--- src/rss_map.svh ---
// Register offsets, field positions, reset values and timing counts of the reset sequencer.
`ifndef RSS_MAP_SVH
`define RSS_MAP_SVH

// ----------------------------------------------------------------------------
// Register byte offsets.
// ----------------------------------------------------------------------------
`define RSS_OFF_CAUSE     8'h00
`define RSS_OFF_CTRL      8'h04
`define RSS_OFF_PRST      8'h08
`define RSS_OFF_IRQ_STAT  8'h0c
`define RSS_OFF_IRQ_MASK  8'h10
`define RSS_OFF_STATE     8'h14

// ----------------------------------------------------------------------------
// Field positions.
// ----------------------------------------------------------------------------
`define RSS_CAUSE_EXT     0
`define RSS_CAUSE_POR     1
`define RSS_CAUSE_BOR     2
`define RSS_CAUSE_SW      3
`define RSS_CAUSE_WDT     4
`define RSS_CTRL_BOR_EN   0
`define RSS_CTRL_SYSREQ   1
`define RSS_IRQ_BROWNOUT  0
`define RSS_IRQ_BOOTED    1

// ----------------------------------------------------------------------------
// Reset values and timing.
// ----------------------------------------------------------------------------
`define RSS_CAUSE_POR_ONLY 5'h02
`define RSS_SYNC_CYCLES    4'h4

`endif

--- src/rss_pkg.sv ---
// Types shared by the reset sequencer.
package rss_pkg;

  // Sequencer states, from held reset to running code.
  typedef enum logic [2:0] {
    RSS_HOLD,
    RSS_SYNC,
    RSS_FETCH_SP,
    RSS_FETCH_PC,
    RSS_FETCH_INSN,
    RSS_RUN
  } rss_state_t;

endpackage

--- src/rss_reset_sequencer.sv ---
// Reset source merger, cause recorder, release sequencer and boot fetch starter.
`timescale 1ns/1ps
`default_nettype none
`include "rss_map.svh"

module rss_reset_sequencer (
  input  wire logic               hclk,
  input  wire logic               hresetn,
  input  wire logic               clk_en,
  input  wire logic               hsel,
  input  wire logic [7:0]         haddr,
  input  wire logic [1:0]         htrans,
  input  wire logic               hwrite,
  input  wire logic [2:0]         hsize,
  input  wire logic [31:0]        hwdata,
  input  wire logic               hready,
  output logic                    hreadyout,
  output logic      [31:0]        hrdata,
  output logic                    hresp,
  input  wire logic               ext_reset_n,
  input  wire logic               por_detect,
  input  wire logic               brownout_detect,
  input  wire logic               watchdog_reset,
  input  wire logic               boot_ack,
  output logic                    core_reset_n,
  output logic      [7:0]         peripheral_reset_n,
  output logic                    tap_reset_n,
  output logic      [2:0]         boot_fetch,
  output logic                    core_run,
  output logic                    irq
);
  import rss_pkg::*;

  // --------------------------------------------------------------------------
  // State record.
  // --------------------------------------------------------------------------
  // Every flip-flop of the block lives in this one record.
  typedef struct packed {
    logic        pin_s1;      // Pin synchroniser, first stage.
    logic        pin_s2;      // Pin synchroniser, second stage.
    logic        por_s1;      // Power-on detector synchroniser, first stage.
    logic        por_s2;      // Power-on detector synchroniser, second stage.
    logic        bod_s1;      // Brown-out detector synchroniser, first stage.
    logic        bod_s2;      // Brown-out detector synchroniser, second stage.
    logic        bod_s3;      // Delayed second stage, so edge detection never reads the first stage.
    logic        por_done;    // Set once the first power-on pulse has ended.
    rss_state_t  state;       // Sequencer state.
    logic [3:0]  sync_cnt;    // Release synchronisation counter.
    logic [4:0]  cause;       // Sticky reset cause bits.
    logic        bor_en;      // Brown-out reset enable.
    logic        sys_req;     // Pending system reset request.
    logic [7:0]  prst;        // Peripheral reset control bits.
    logic [1:0]  irq_stat;    // Sticky interrupt status.
    logic [1:0]  irq_mask;    // Interrupt mask.
    logic        irq;         // Registered interrupt line.
    logic        core_rst_n;  // Core reset output.
    logic [7:0]  prst_n;      // Per-peripheral reset outputs.
    logic        tap_rst_n;   // Test port reset output.
    logic [2:0]  fetch;       // One-hot boot fetch stage.
    logic        run;         // Core released to execute.
    logic        ap_valid;    // A data phase is in progress.
    logic        ap_write;    // That data phase is a write.
    logic [7:0]  ap_addr;     // Address captured in the address phase.
    logic [31:0] rdata;       // Read data for the data phase.
  } rss_regs_t;

  rss_regs_t s;       // Current state.
  rss_regs_t next_s;  // Next state.

  // Decoded request levels, derived from synchronised or local signals and the raw watchdog_reset input.
  logic       ext_req;   // Pin held low.
  logic       por_req;   // First power-on still active.
  logic       bor_req;   // Enabled brown-out present.
  logic       any_req;   // Some source asks for reset.
  logic       wr_cause;  // Data-phase write to the cause register.
  logic [4:0] cause_set; // Cause bits raised this cycle.

  // --------------------------------------------------------------------------
  // Request decode.
  // --------------------------------------------------------------------------
  // Of the synchronisers only second stages feed this decode, never a first stage; watchdog_reset enters unsynchronised.
  always_comb begin
    ext_req   = !s.pin_s2;
    por_req   = s.por_s2 && !s.por_done;
    bor_req   = s.bod_s2 && s.bor_en;
    any_req   = ext_req || por_req || bor_req || s.sys_req || watchdog_reset;
    wr_cause  = s.ap_valid && s.ap_write && (s.ap_addr == `RSS_OFF_CAUSE);
    cause_set = 5'h00;
    cause_set[`RSS_CAUSE_EXT] = ext_req;
    cause_set[`RSS_CAUSE_BOR] = bor_req;
    cause_set[`RSS_CAUSE_SW]  = s.sys_req;
    cause_set[`RSS_CAUSE_WDT] = watchdog_reset;
  end

  // --------------------------------------------------------------------------
  // Next-state logic.
  // --------------------------------------------------------------------------
  always_comb begin
    next_s = s;

    // Two-stage synchronisers for the pin and the analog monitors.
    next_s.pin_s1 = ext_reset_n;
    next_s.pin_s2 = s.pin_s1;
    next_s.por_s1 = por_detect;
    next_s.por_s2 = s.por_s1;
    next_s.bod_s1 = brownout_detect;
    next_s.bod_s2 = s.bod_s1;
    next_s.bod_s3 = s.bod_s2;

    // Once the first power-on pulse ends, later detector glitches are ignored.
    if (!s.por_s2) begin
      next_s.por_done = 1'b1;
    end

    // Sequencer: any source forces hold, which is left only when all are gone.
    case (s.state)
      RSS_HOLD: begin
        if (!any_req) begin
          next_s.state    = RSS_SYNC;
          next_s.sync_cnt = 4'h0;
        end
      end
      RSS_SYNC: begin
        // Release waits a few clocks so every domain leaves reset on a clean edge.
        if (s.sync_cnt == `RSS_SYNC_CYCLES - 4'h1) begin
          next_s.state = RSS_FETCH_SP;
        end else begin
          next_s.sync_cnt = s.sync_cnt + 4'h1;
        end
      end
      RSS_FETCH_SP: begin
        if (boot_ack) begin
          next_s.state = RSS_FETCH_PC;
        end
      end
      RSS_FETCH_PC: begin
        if (boot_ack) begin
          next_s.state = RSS_FETCH_INSN;
        end
      end
      RSS_FETCH_INSN: begin
        if (boot_ack) begin
          next_s.state = RSS_RUN;
        end
      end
      RSS_RUN: begin
        next_s.state = RSS_RUN;
      end
      default: begin
        next_s.state = RSS_HOLD;
      end
    endcase
    // A new request overrides every state, so reset takes effect at once.
    if (any_req) begin
      next_s.state = RSS_HOLD;
    end

    // Output resets follow the next state, the test port reset follows por_req, so they are registered.
    next_s.core_rst_n = (next_s.state != RSS_HOLD) && (next_s.state != RSS_SYNC);
    next_s.prst_n     = {8{next_s.core_rst_n}} & ~s.prst;
    next_s.tap_rst_n  = !por_req;
    next_s.fetch[0]   = (next_s.state == RSS_FETCH_SP);
    next_s.fetch[1]   = (next_s.state == RSS_FETCH_PC);
    next_s.fetch[2]   = (next_s.state == RSS_FETCH_INSN);
    next_s.run        = (next_s.state == RSS_RUN);

    // The request is consumed once the sequencer holds reset for it.
    if (s.state == RSS_HOLD) begin
      next_s.sys_req = 1'b0;
    end

    // Cause bits: a set in the same cycle as a clear wins over the clear.
    if (wr_cause) begin
      next_s.cause = s.cause & ~hwdata[4:0];
    end
    next_s.cause = next_s.cause | cause_set;
    if (por_req) begin
      next_s.cause = `RSS_CAUSE_POR_ONLY;
    end

    // Interrupt status clears by writing ones; events win over the clear.
    if (s.ap_valid && s.ap_write && (s.ap_addr == `RSS_OFF_IRQ_STAT)) begin
      next_s.irq_stat = s.irq_stat & ~hwdata[1:0];
    end
    if (s.bod_s2 && !s.bod_s3) begin
      // Brown-out detector rising, useful even when reset is disabled.
      next_s.irq_stat[`RSS_IRQ_BROWNOUT] = 1'b1;
    end
    if (!s.run && next_s.run) begin
      next_s.irq_stat[`RSS_IRQ_BOOTED] = 1'b1;
    end

    // Register writes complete in the data phase with hwdata.
    if (s.ap_valid && s.ap_write) begin
      case (s.ap_addr)
        `RSS_OFF_CTRL: begin
          next_s.bor_en = hwdata[`RSS_CTRL_BOR_EN];
          if (hwdata[`RSS_CTRL_SYSREQ]) begin
            next_s.sys_req = 1'b1;
          end
        end
        `RSS_OFF_PRST: begin
          next_s.prst = hwdata[7:0];
        end
        `RSS_OFF_IRQ_MASK: begin
          next_s.irq_mask = hwdata[1:0];
        end
        default: begin
          next_s.prst = next_s.prst;
        end
      endcase
    end
    next_s.irq = |(next_s.irq_stat & next_s.irq_mask);

    // Address phase capture; the slave never inserts wait states.
    next_s.ap_valid = hsel && htrans[1] && hready;
    next_s.ap_write = hwrite;
    next_s.ap_addr  = haddr;
    next_s.rdata    = 32'h0000_0000;
    if (hsel && htrans[1] && hready && !hwrite) begin
      // Read data comes from the next values, but the state from the current one, so a write just before is seen.
      case (haddr)
        `RSS_OFF_CAUSE:    next_s.rdata[4:0] = next_s.cause;
        `RSS_OFF_CTRL:     next_s.rdata[1:0] = {next_s.sys_req, next_s.bor_en};
        `RSS_OFF_PRST:     next_s.rdata[7:0] = next_s.prst;
        `RSS_OFF_IRQ_STAT: next_s.rdata[1:0] = next_s.irq_stat;
        `RSS_OFF_IRQ_MASK: next_s.rdata[1:0] = next_s.irq_mask;
        `RSS_OFF_STATE:    next_s.rdata[2:0] = s.state;
        default:           next_s.rdata      = 32'h0000_0000;
      endcase
    end
  end

  // --------------------------------------------------------------------------
  // State register.
  // --------------------------------------------------------------------------
  // The power supply reset starts everything in hold with a power-on cause.
  always_ff @(posedge hclk or negedge hresetn) begin
    if (!hresetn) begin
      s            <= '0;
      s.por_s1     <= 1'b1;
      s.por_s2     <= 1'b1;
      s.state      <= RSS_HOLD;
      s.cause      <= `RSS_CAUSE_POR_ONLY;
      s.bor_en     <= 1'b0;
    end else if (clk_en) begin
      s <= next_s;
    end
  end

  // Outputs straight from the state record, apart from the constant hreadyout and hresp.
  assign hreadyout          = 1'b1;
  assign hresp              = 1'b0;
  assign hrdata             = s.rdata;
  assign core_reset_n       = s.core_rst_n;
  assign peripheral_reset_n = s.prst_n;
  assign tap_reset_n        = s.tap_rst_n;
  assign boot_fetch         = s.fetch;
  assign core_run           = s.run;
  assign irq                = s.irq;
endmodule
`default_nettype wire

--- config.mk ---
export PLATFORM = sky130hd
export DESIGN_NAME = rss_reset_sequencer
export DESIGN_NICKNAME = d
export VERILOG_FILES = /design/src/rss_pkg.sv /design/src/rss_reset_sequencer.sv
export VERILOG_INCLUDE_DIRS = /design/src
export SDC_FILE = /design/constraint.sdc
export NUM_CORES = 1
export LEC_CHECK = 0
export ABC_CLOCK_PERIOD_IN_PS = 5300
export BUFFER_PORTS_ARGS = -buffer_cell sky130_fd_sc_hd__clkbuf_2
export CORE_MARGIN = 2
export CORE_UTILIZATION = 40
export CTS_BUF_LIST = sky130_fd_sc_hd__clkbuf_4
export DETAILED_ROUTE_END_ITERATION = 10
export PLACE_DENSITY = 0.7
export SLEW_MARGIN = 20
export SYNTH_ARGS = -nofsm -noshare
export SYNTH_HDL_FRONTEND = slang
export SYNTH_SLANG_ARGS = --single-unit
--- constraint.sdc ---
create_clock -name hclk -period 5.3 [get_ports hclk]
set_clock_uncertainty 0.05 [all_clocks]
set_input_delay 1.06 -clock hclk [delete_from_list [all_inputs] [get_ports hclk]]
set_output_delay 1.06 -clock hclk [all_outputs]
set_load 0.01 [all_outputs]
# Word level (Yosys, flattened, before mapping)
# Index checks and enable logic that the tools add are counted.
# Widths: inputs -> output; s select.
dict set report op_classes {
  reduce_logical 29
  n_mux 26
  add_sub_neg 1
  n_eq_ne 22
  bitwise_logic 9
}
# cell count
set ops {}
lappend ops {{$eq 8x4->1 const B} 4}
lappend ops {{$eq 8x5->1 const B} 3}
lappend ops {{$mux 3} 6}
lappend ops {{$pmux 3 s6} 1}
lappend ops {{$eq 8x3->1 const B} 2}
lappend ops {{$logic_not 8->1} 2}
lappend ops {{$mux 8} 2}
lappend ops {{$eq 3x2->1 const B} 4}
lappend ops {{$eq 3x3->1 const B} 4}
lappend ops {{$pmux 2 s6} 1}
lappend ops {{$logic_and 1x1->1} 11}
lappend ops {{$mux 10} 1}
lappend ops {{$mux 5} 2}
lappend ops {{$and 8x8->8} 1}
lappend ops {{$mux 2} 4}
lappend ops {{$not 8->8} 1}
lappend ops {{$pmux 4 s2} 1}
lappend ops {{$mux 7} 1}
lappend ops {{$logic_not 1->1} 6}
lappend ops {{$and 5x5->5} 1}
lappend ops {{$not 5->5} 1}
lappend ops {{$or 5x5->5} 1}
lappend ops {{$add 4x1->4 const B} 1}
lappend ops {{$and 2x2->2} 2}
lappend ops {{other kinds (17)} 24}
dict set report totals {
  elab_cells 113
  reg_bits 91
  input_bits 56
}

# Longest topological paths before layout
# Gate-level depths: netlist of run 1.
dict set report logic_depth {
  ltp_word 14
  depth_mapped 7
  depth_no_buf 7
}

# Worst setup path after synthesis of run 1
# Ideal clock, no wire load.
dict set report synth_timing {
  kind {in2reg}
  startpoint {input port haddr[1]}
  endpoint {register s, in the netlist hrdata[1]}
  setup_ns 0.088
  required_time_ns 5.162
  n_path_buf 0
  arrival_time_ns 2.379
  slack_ns 2.783
  stages 6
  cell_sequence {or4_1 -> nor3_1 -> nand2_1 -> a311oi_1 -> a211oi_1 -> a41oi_1}
}
dict set report synth_via {
  elab_chain_cells 3
  word_cells_on_any_way 8
}
# element line
set synth_rtl {}
lappend synth_rtl {{start, declared} rss_reset_sequencer.sv:11} ;# input wire logic [7:0] haddr,
lappend synth_rtl {{$eq 8x5->1, or another cell as far along} rss_reset_sequencer.sv:222} ;# case (haddr)
lappend synth_rtl {{$pmux 2 s6 (*)} rss_reset_sequencer.sv:222}
lappend synth_rtl {{$mux 8 (*)} rss_reset_sequencer.sv:220} ;# if (hsel && htrans[1] && hready && !hwrite) begin
lappend synth_rtl {{end signal, assigned} rss_reset_sequencer.sv:247} ;# s <= next_s;
lappend synth_rtl {{end, declared} rss_reset_sequencer.sv:67} ;# rss_regs_t s;
# Mark *: on every way between the ends. The rest lies on a longest branch, timed or not.
# A chain may end at the register's enable or synchronous reset.

# Final worst setup path of run 1
dict set report layout_timing {
  startpoint {input port haddr[1]}
  endpoint {register s, in the netlist hrdata[2]}
}
dict set report layout_via {
  elab_chain_cells 3
  word_cells_on_any_way 5
}
# element line
set layout_rtl {}
lappend layout_rtl {{$eq 8x5->1, or another cell as far along} rss_reset_sequencer.sv:222}
lappend layout_rtl {{$pmux 1 s3 (*)} rss_reset_sequencer.sv:222}
lappend layout_rtl {{$mux 8 (*)} rss_reset_sequencer.sv:220}
# Marked as above.

==> flow_summary.ini, run 1 <==
[status]
status = complete, no violations

[clocking]
root_buffer = clkbuf_4
numCtsBuffers = 9
cts_tree = yes
htree_levels = 3
cts-resized-gates = 0
hold_buffers = 0
cts_buffer_depth = 2
clk_latency_ps = 410
cts.clk_slew.worst_paths_ps = 100
cts_setup_buffers = 0
clock-sinks = 67

[sta]
rsz0062_at_grt = no
finalSetupTns_ps = 0
fin_crit_ps = 2627
finalSetupViolations = 0
slew_headroom_pct = 44.08
tightest_slew_ps = 838.9
clock.fmax_mhz = 380.7
hold_viol = 0
fin_crit_sh_pct = 49.56
slew_violations = 0
hold_ws_ps = 420.4

[critical_path]
worstSetupStartpointType = input pin
end_kind = flip-flop
path_max_fanout = 3
r2r_setup_slack_ps = 2760
r2r-start = s[32]$_DFFE_PN0P_
required_ps = 5560
cp.arrival_ps = 2880
r2r_cells = 6
rr_endpoint = hrdata[2]$_DFFE_PN0P_
worstSetupPathType = in2reg

[final_layout]
fillers = 862
regArea_sq_mm = 0.001680
final_util_pct = 44.49
n_antenna_cell = 0
fin_nets = 441
drive_gt1_share_pct = 26.22
multiInputGateArea_sq_mm = 0.001588
post-route-cell-area_sq_mm = 0.003880
syn_to_final_growth_pct = 7.674

[synth]
synth_area_sq_mm = 0.003603
async_flop_share_pct = 100.0
synthDistinctLibCells = 57
ys_ff_latch = 67
synth_edf_count = 0
syn_inst = 351
yosys_warnings = 0
seq_area_frac_synth_pct = 46.63
syn_avg_cell_area_sq_um = 10.27
synth_flop_cell = dfrtp_1

[global_route]
antenna_found_initial = 0
grt_pass1_wl_mm = 12.78
grt_max_degree = 68
first_global_vias = 2620
grt_overflow_total = 0
track_usage_pct = 16.49

[run]
cap_viol_max_count = 0

[floorplanning]
core_sq_mm = 0.008721
rows = 34
fp.dieH_um = 98.92
io_pins = 105
start_util_pct = 41.32
die_w_um = 98.92
die_area_sq_mm = 0.009784

[route]
drt_pass1_iterations = 4
avgRoutedWirePerCell_um = 15.34
drc_errors = 0
drtAntennaViolNets = 0
wl_mm = 7.622
drt_iter0_drc = 183
viasPerCell = 5.300
routed-via-count = 2634

[power_and_ir_drop]
peakVddDrop_v = 0.0001152
p_per_area_mw_per_mm2 = 272.0
leakagePower_nw = 1.796

[hold_path]
hold_start = s[64]$_DFFE_PN0P_
hold_end = peripheral_reset_n[3]$_DFFE_PN0P_
hold_class = reg2reg
min_path_cells = 1

[place]
place_area_sq_mm = 0.003725
gp_congestion = 0.8478
port_buffers = 50
hpwl_mm = 5.511
-- through the flow --
stage	setup WS (ps)	cells	power (mW)
global route	2561	497	1.109
global placement	2274	481	0.6843
finish	2673	497	1.055
CTS	2713	497	1.067
detailed placement	2300	481	0.6905
floorplan	2783	375	0.6565
-- cell type report --
type	count	share of cell area, %
tap	108	3.483
inverter	13	1.258
sequential	67	43.31
clock buffer	10	1.935
multi-input combinational	240	40.92
clock inverter	6	2.064
timing repair buffer	53	7.030
-- worst max-delay path by stage --
stage | start | endpoint | slack, ps | cells after the start
floorplan | haddr[1] | hrdata[1]$_DFFE_PN0P_ | 2780 | 6
global placement | haddr[1] | hrdata[2]$_DFFE_PN0P_ | 2270 | 5
detailed placement | haddr[1] | hrdata[2]$_DFFE_PN0P_ | 2300 | 5
CTS | haddr[1] | hrdata[2]$_DFFE_PN0P_ | 2710 | 5
global route | s[32]$_DFFE_PN0P_ | hrdata[2]$_DFFE_PN0P_ | 2560 | 6
finish | haddr[1] | hrdata[2]$_DFFE_PN0P_ | 2670 | 5
-- cells in the final DEF, fill, tap and decap left out, types with 3 or more instances in the layout --
| cell | Yosys | layout |
|---|---|---|
| clkbuf_2 | 1 | 49 |
| nand3_1 | 12 | 12 |
| nand2b_1 | 5 | 5 |
| o21ai_1 | 12 | 12 |
| nor2b_1 | 7 | 7 |
| and3_1 | 3 | 3 |
| mux2_1 | 3 | 3 |
| dfstp_2 | 3 | 3 |
| nand4_1 | 3 | 3 |
| o21ai_0 | 13 | 13 |
| a21oi_1 | 7 | 7 |
| conb_1 | 2 | 26 |
| o2bb2ai_1 | 14 | 14 |
| nor2_1 | 26 | 26 |
| inv_1 | 13 | 13 |
| mux2i_1 | 7 | 7 |
| a32o_1 | 4 | 4 |
| nand2_1 | 27 | 27 |
| dfrtp_1 | 64 | 64 |
| buf_4 | 45 | 3 |
| clkbuf_4 | 0 | 10 |
| nor3b_1 | 4 | 4 |
| mux2_2 | 26 | 26 |
-- cell usage after synthesis (all sizes together) (5+ instances only) --
master / count / area share (%)
inv: 13 / 1.4
a21oi: 7 / 0.97
buf: 46 / 9.5
nand2: 27 / 2.8
o21ai: 25 / 3.5
nor2: 26 / 2.7
o2bb2ai: 14 / 3.4
mux2i: 7 / 1.9
nor2b: 7 / 1.2
mux2: 29 / 9.1
nand3: 13 / 1.9
nand2b: 5 / 0.87
dfrtp: 64 / 44
clkbuf: 9 / 0.97
-- power breakdown --
| part | leakage [nW] | switching (mW) | internal, mW |
|---|---|---|---|
| clock network | 0.0815 | 0.183 | 0.193 |
| logic | 0.860 | 0.0694 | 0.0439 |
| registers | 0.854 | 0.0268 | 0.539 |
| total | 1.80 | 0.279 | 0.776 |
-- logic make-up after synthesis --
logic type | Yosys count | share of synthesized area (%)
mux | 36 | 11.01
fa+ha+maj | 1 | 0.3472
simple gates | 104 | 15.90
other cells | 2 | 0.2084
compound gates | 72 | 13.85
flops | 67 | 46.63
xor+xnor | 1 | 0.2431
buf+inv | 68 | 11.81
-- sequential cells by signal, summed over array words and instances, names as in the netlist --
| name | count |
|---|---|
| s | 39 |
| hrdata | 8 |
| peripheral_reset_n | 8 |
| next_s | 4 |
| boot_fetch | 3 |
| cause_set | 1 |
| core_reset_n | 1 |
| core_run | 1 |
| irq | 1 |
| tap_reset_n | 1 |
-- critical path, cell delays in order --
cell and delay (ps):
clkbuf_2 90, or4_1 580, nor4_1 600, a222oi_1 280, o32ai_1 270
-- layer usage --
| layer | global-route usage (%) | part of all wire [%] | vias to the layer above |
|---|---|---|---|
| met5 | 0 | 0 | - |
| met4 | 8.114 | 2.5 | 0 |
| met3 | 4.043 | 4.8 | 15 |
| met2 | 25.16 | 47 | 81 |
| met1 | 21.94 | 46 | 1287 |
| li1 | - | - | 1251 |
(Power assumes the default switching activity.)
==> run 2, diff against run 1 <==
--- a/config.mk
+++ b/config.mk
@@ -6,7 +6,7 @@
 export SDC_FILE = /design/constraint.sdc
 export NUM_CORES = 1
 export LEC_CHECK = 0
-export ABC_CLOCK_PERIOD_IN_PS = 5300
+export ABC_CLOCK_PERIOD_IN_PS = 2480
 export BUFFER_PORTS_ARGS = -buffer_cell sky130_fd_sc_hd__clkbuf_2
 export CORE_MARGIN = 2
 export CORE_UTILIZATION = 40
==> constraint.sdc (replaced) <==
create_clock -name hclk -period 2.48 [get_ports hclk]
set_clock_uncertainty 0.05 [all_clocks]
set_input_delay 0.496 -clock hclk [delete_from_list [all_inputs] [get_ports hclk]]
set_output_delay 0.496 -clock hclk [all_outputs]
set_load 0.01 [all_outputs]
==> flow_summary.ini, run 2 (synthesis gave the netlist of run 1 again) <==
[final_layout]
largest_register_ffs = 39
fillers = 830
final_common_cell = dfrtp_1
drive_gt1_share_pct = 27.82
post-route-cell-area_sq_mm = 0.003958
top_register = s
layout_common_cells = dfrtp_1, clkbuf_2, nand2_1
fin_nets = 451
syn_to_final_growth_pct = 9.827
n_antenna_cell = 0

[route]
avgRoutedWirePerCell_um = 15.18
drc_errors = 0
drtAntennaViolNets = 0
drt_pass1_iterations = 4
routed-via-count = 2665
drt_iter0_drc = 153
viasPerCell = 5.256
wl_mm = 7.696

[global_route]
track_usage_pct = 16.77
antenna_found_initial = 0
first_global_vias = 2653
grt_pass1_wl_mm = 12.95
grt_max_degree = 45
grt_overflow_total = 0

[critical_path]
r2r_cells = 6
worstSetupStartpointType = flip-flop
end_kind = flip-flop
required_ps = 2700
path_max_fanout = 4
cp.arrival_ps = 2500
worstSetupPathType = reg2reg

[hold_path]
min_path_cells = 2
hold_class = in2reg

[run]
cap_viol_max_count = 0

[sta]
finalSetupViolations = 0
hold_ws_ps = 270.0
tightest_slew_ps = 796.9
slew_headroom_pct = 46.52
fin_crit_sh_pct = 91.98
fin_crit_ps = 2281
hold_viol = 0
finalSetupTns_ps = 0
slew_violations = 0
clock.fmax_mhz = 438.4
rsz0062_at_grt = no

[floorplanning]
start_util_pct = 41.32
die_w_um = 98.92
rows = 34
die_area_sq_mm = 0.009784
io_pins = 105
core_sq_mm = 0.008721
fp.dieH_um = 98.92

[place]
hpwl_mm = 5.749
port_buffers = 50
place_area_sq_mm = 0.003792
gp_congestion = 0.8684

[clocking]
cts.clk_slew.worst_paths_ps = 110
cts-resized-gates = 0
clk_latency_ps = 410
cts_buffer_depth = 2
root_buffer = clkbuf_4
numCtsBuffers = 9
clock-sinks = 67
cts_tree = yes
htree_levels = 3
cts_setup_buffers = 0

[power_and_ir_drop]
p_per_area_mw_per_mm2 = 570.1
leakagePower_nw = 1.847
power_mw = 2.256
peakVddDrop_v = 0.0002699

[status]
status = complete, no violations
## run 2: changes by cell type in the layout (fill, tap and decap cells not counted)
cell           previous run  this run
buf_4                     3        12
dlygate4sd3_1             0         1
## run 2: metrics by stage
stage | worst slack (ps) | utilization, % | cells
after floorplan | 339.0 | - | 375
final | 199.0 | 45.38 | 507
after detailed placement | 238.3 | 43.49 | 490
after CTS | 199.3 | 45.38 | 507
after global routing | 43.97 | 45.38 | 507
after global placement | 234.4 | 43.49 | 490
## run 2: worst paths after layout
path	start	to	slack [ps]
setup reg to reg	s[32]$_DFFE_PN0P_	hrdata[2]$_DFFE_PN0P_	200
max in group asynchronous	hresetn	hrdata[0]$_DFFE_PN0P_	1140
hold / removal	haddr[7]	s[39]$_DFFE_PN0P_	270
hold reg to reg	s[64]$_DFFE_PN0P_	peripheral_reset_n[3]$_DFFE_PN0P_	420
setup / recovery	s[32]$_DFFE_PN0P_	hrdata[2]$_DFFE_PN0P_	200
min in group asynchronous	hresetn	s[79]$_DFFE_PN0P_	500
## run 2: layer usage
| layer | part of all wire [%] | track usage (%) |
|---|---|---|
| met1 | 46 | 22.27 |
| met4 | 2.8 | 8.641 |
| met5 | 0 | 0 |
| met2 | 46 | 25.78 |
| met3 | 5.1 | 3.688 |
## run 2: area by class of cell
class                   count  area (sq um)  area share (%)
flip-flops and latches     67          1680           42.46
clock inverters             6         80.08           2.023
repair buffers             63         350.3           8.852
well taps                 108         135.1           3.414
clock buffers              10         75.07           1.897
multi-input cells         240          1588           40.12
inverters                  13         48.80           1.233
## run 2: critical path, cell delays in order, from the launching register on
cell and delay [ps]:
dfrtp_1 420, or4_4 600, nor4b_4 310, nand2_1 80, a22o_1 200, a222oi_1 350
o32ai_1 130
## run 2: report_power, final
group          internal, mW  total [mW]  switching [mW]
Combinational        0.0970       0.245           0.148
Clock                 0.412       0.802           0.390
Sequential             1.15        1.21          0.0568
Total                  1.66        2.26           0.595
## run 2: timing repair
| action | CTS | global route |
|---|---|---|
| hold buffers | 1 | 0 |
| setup endpoints to repair | 0 | 0 |
| hold endpoints to repair | 16 | 0 |
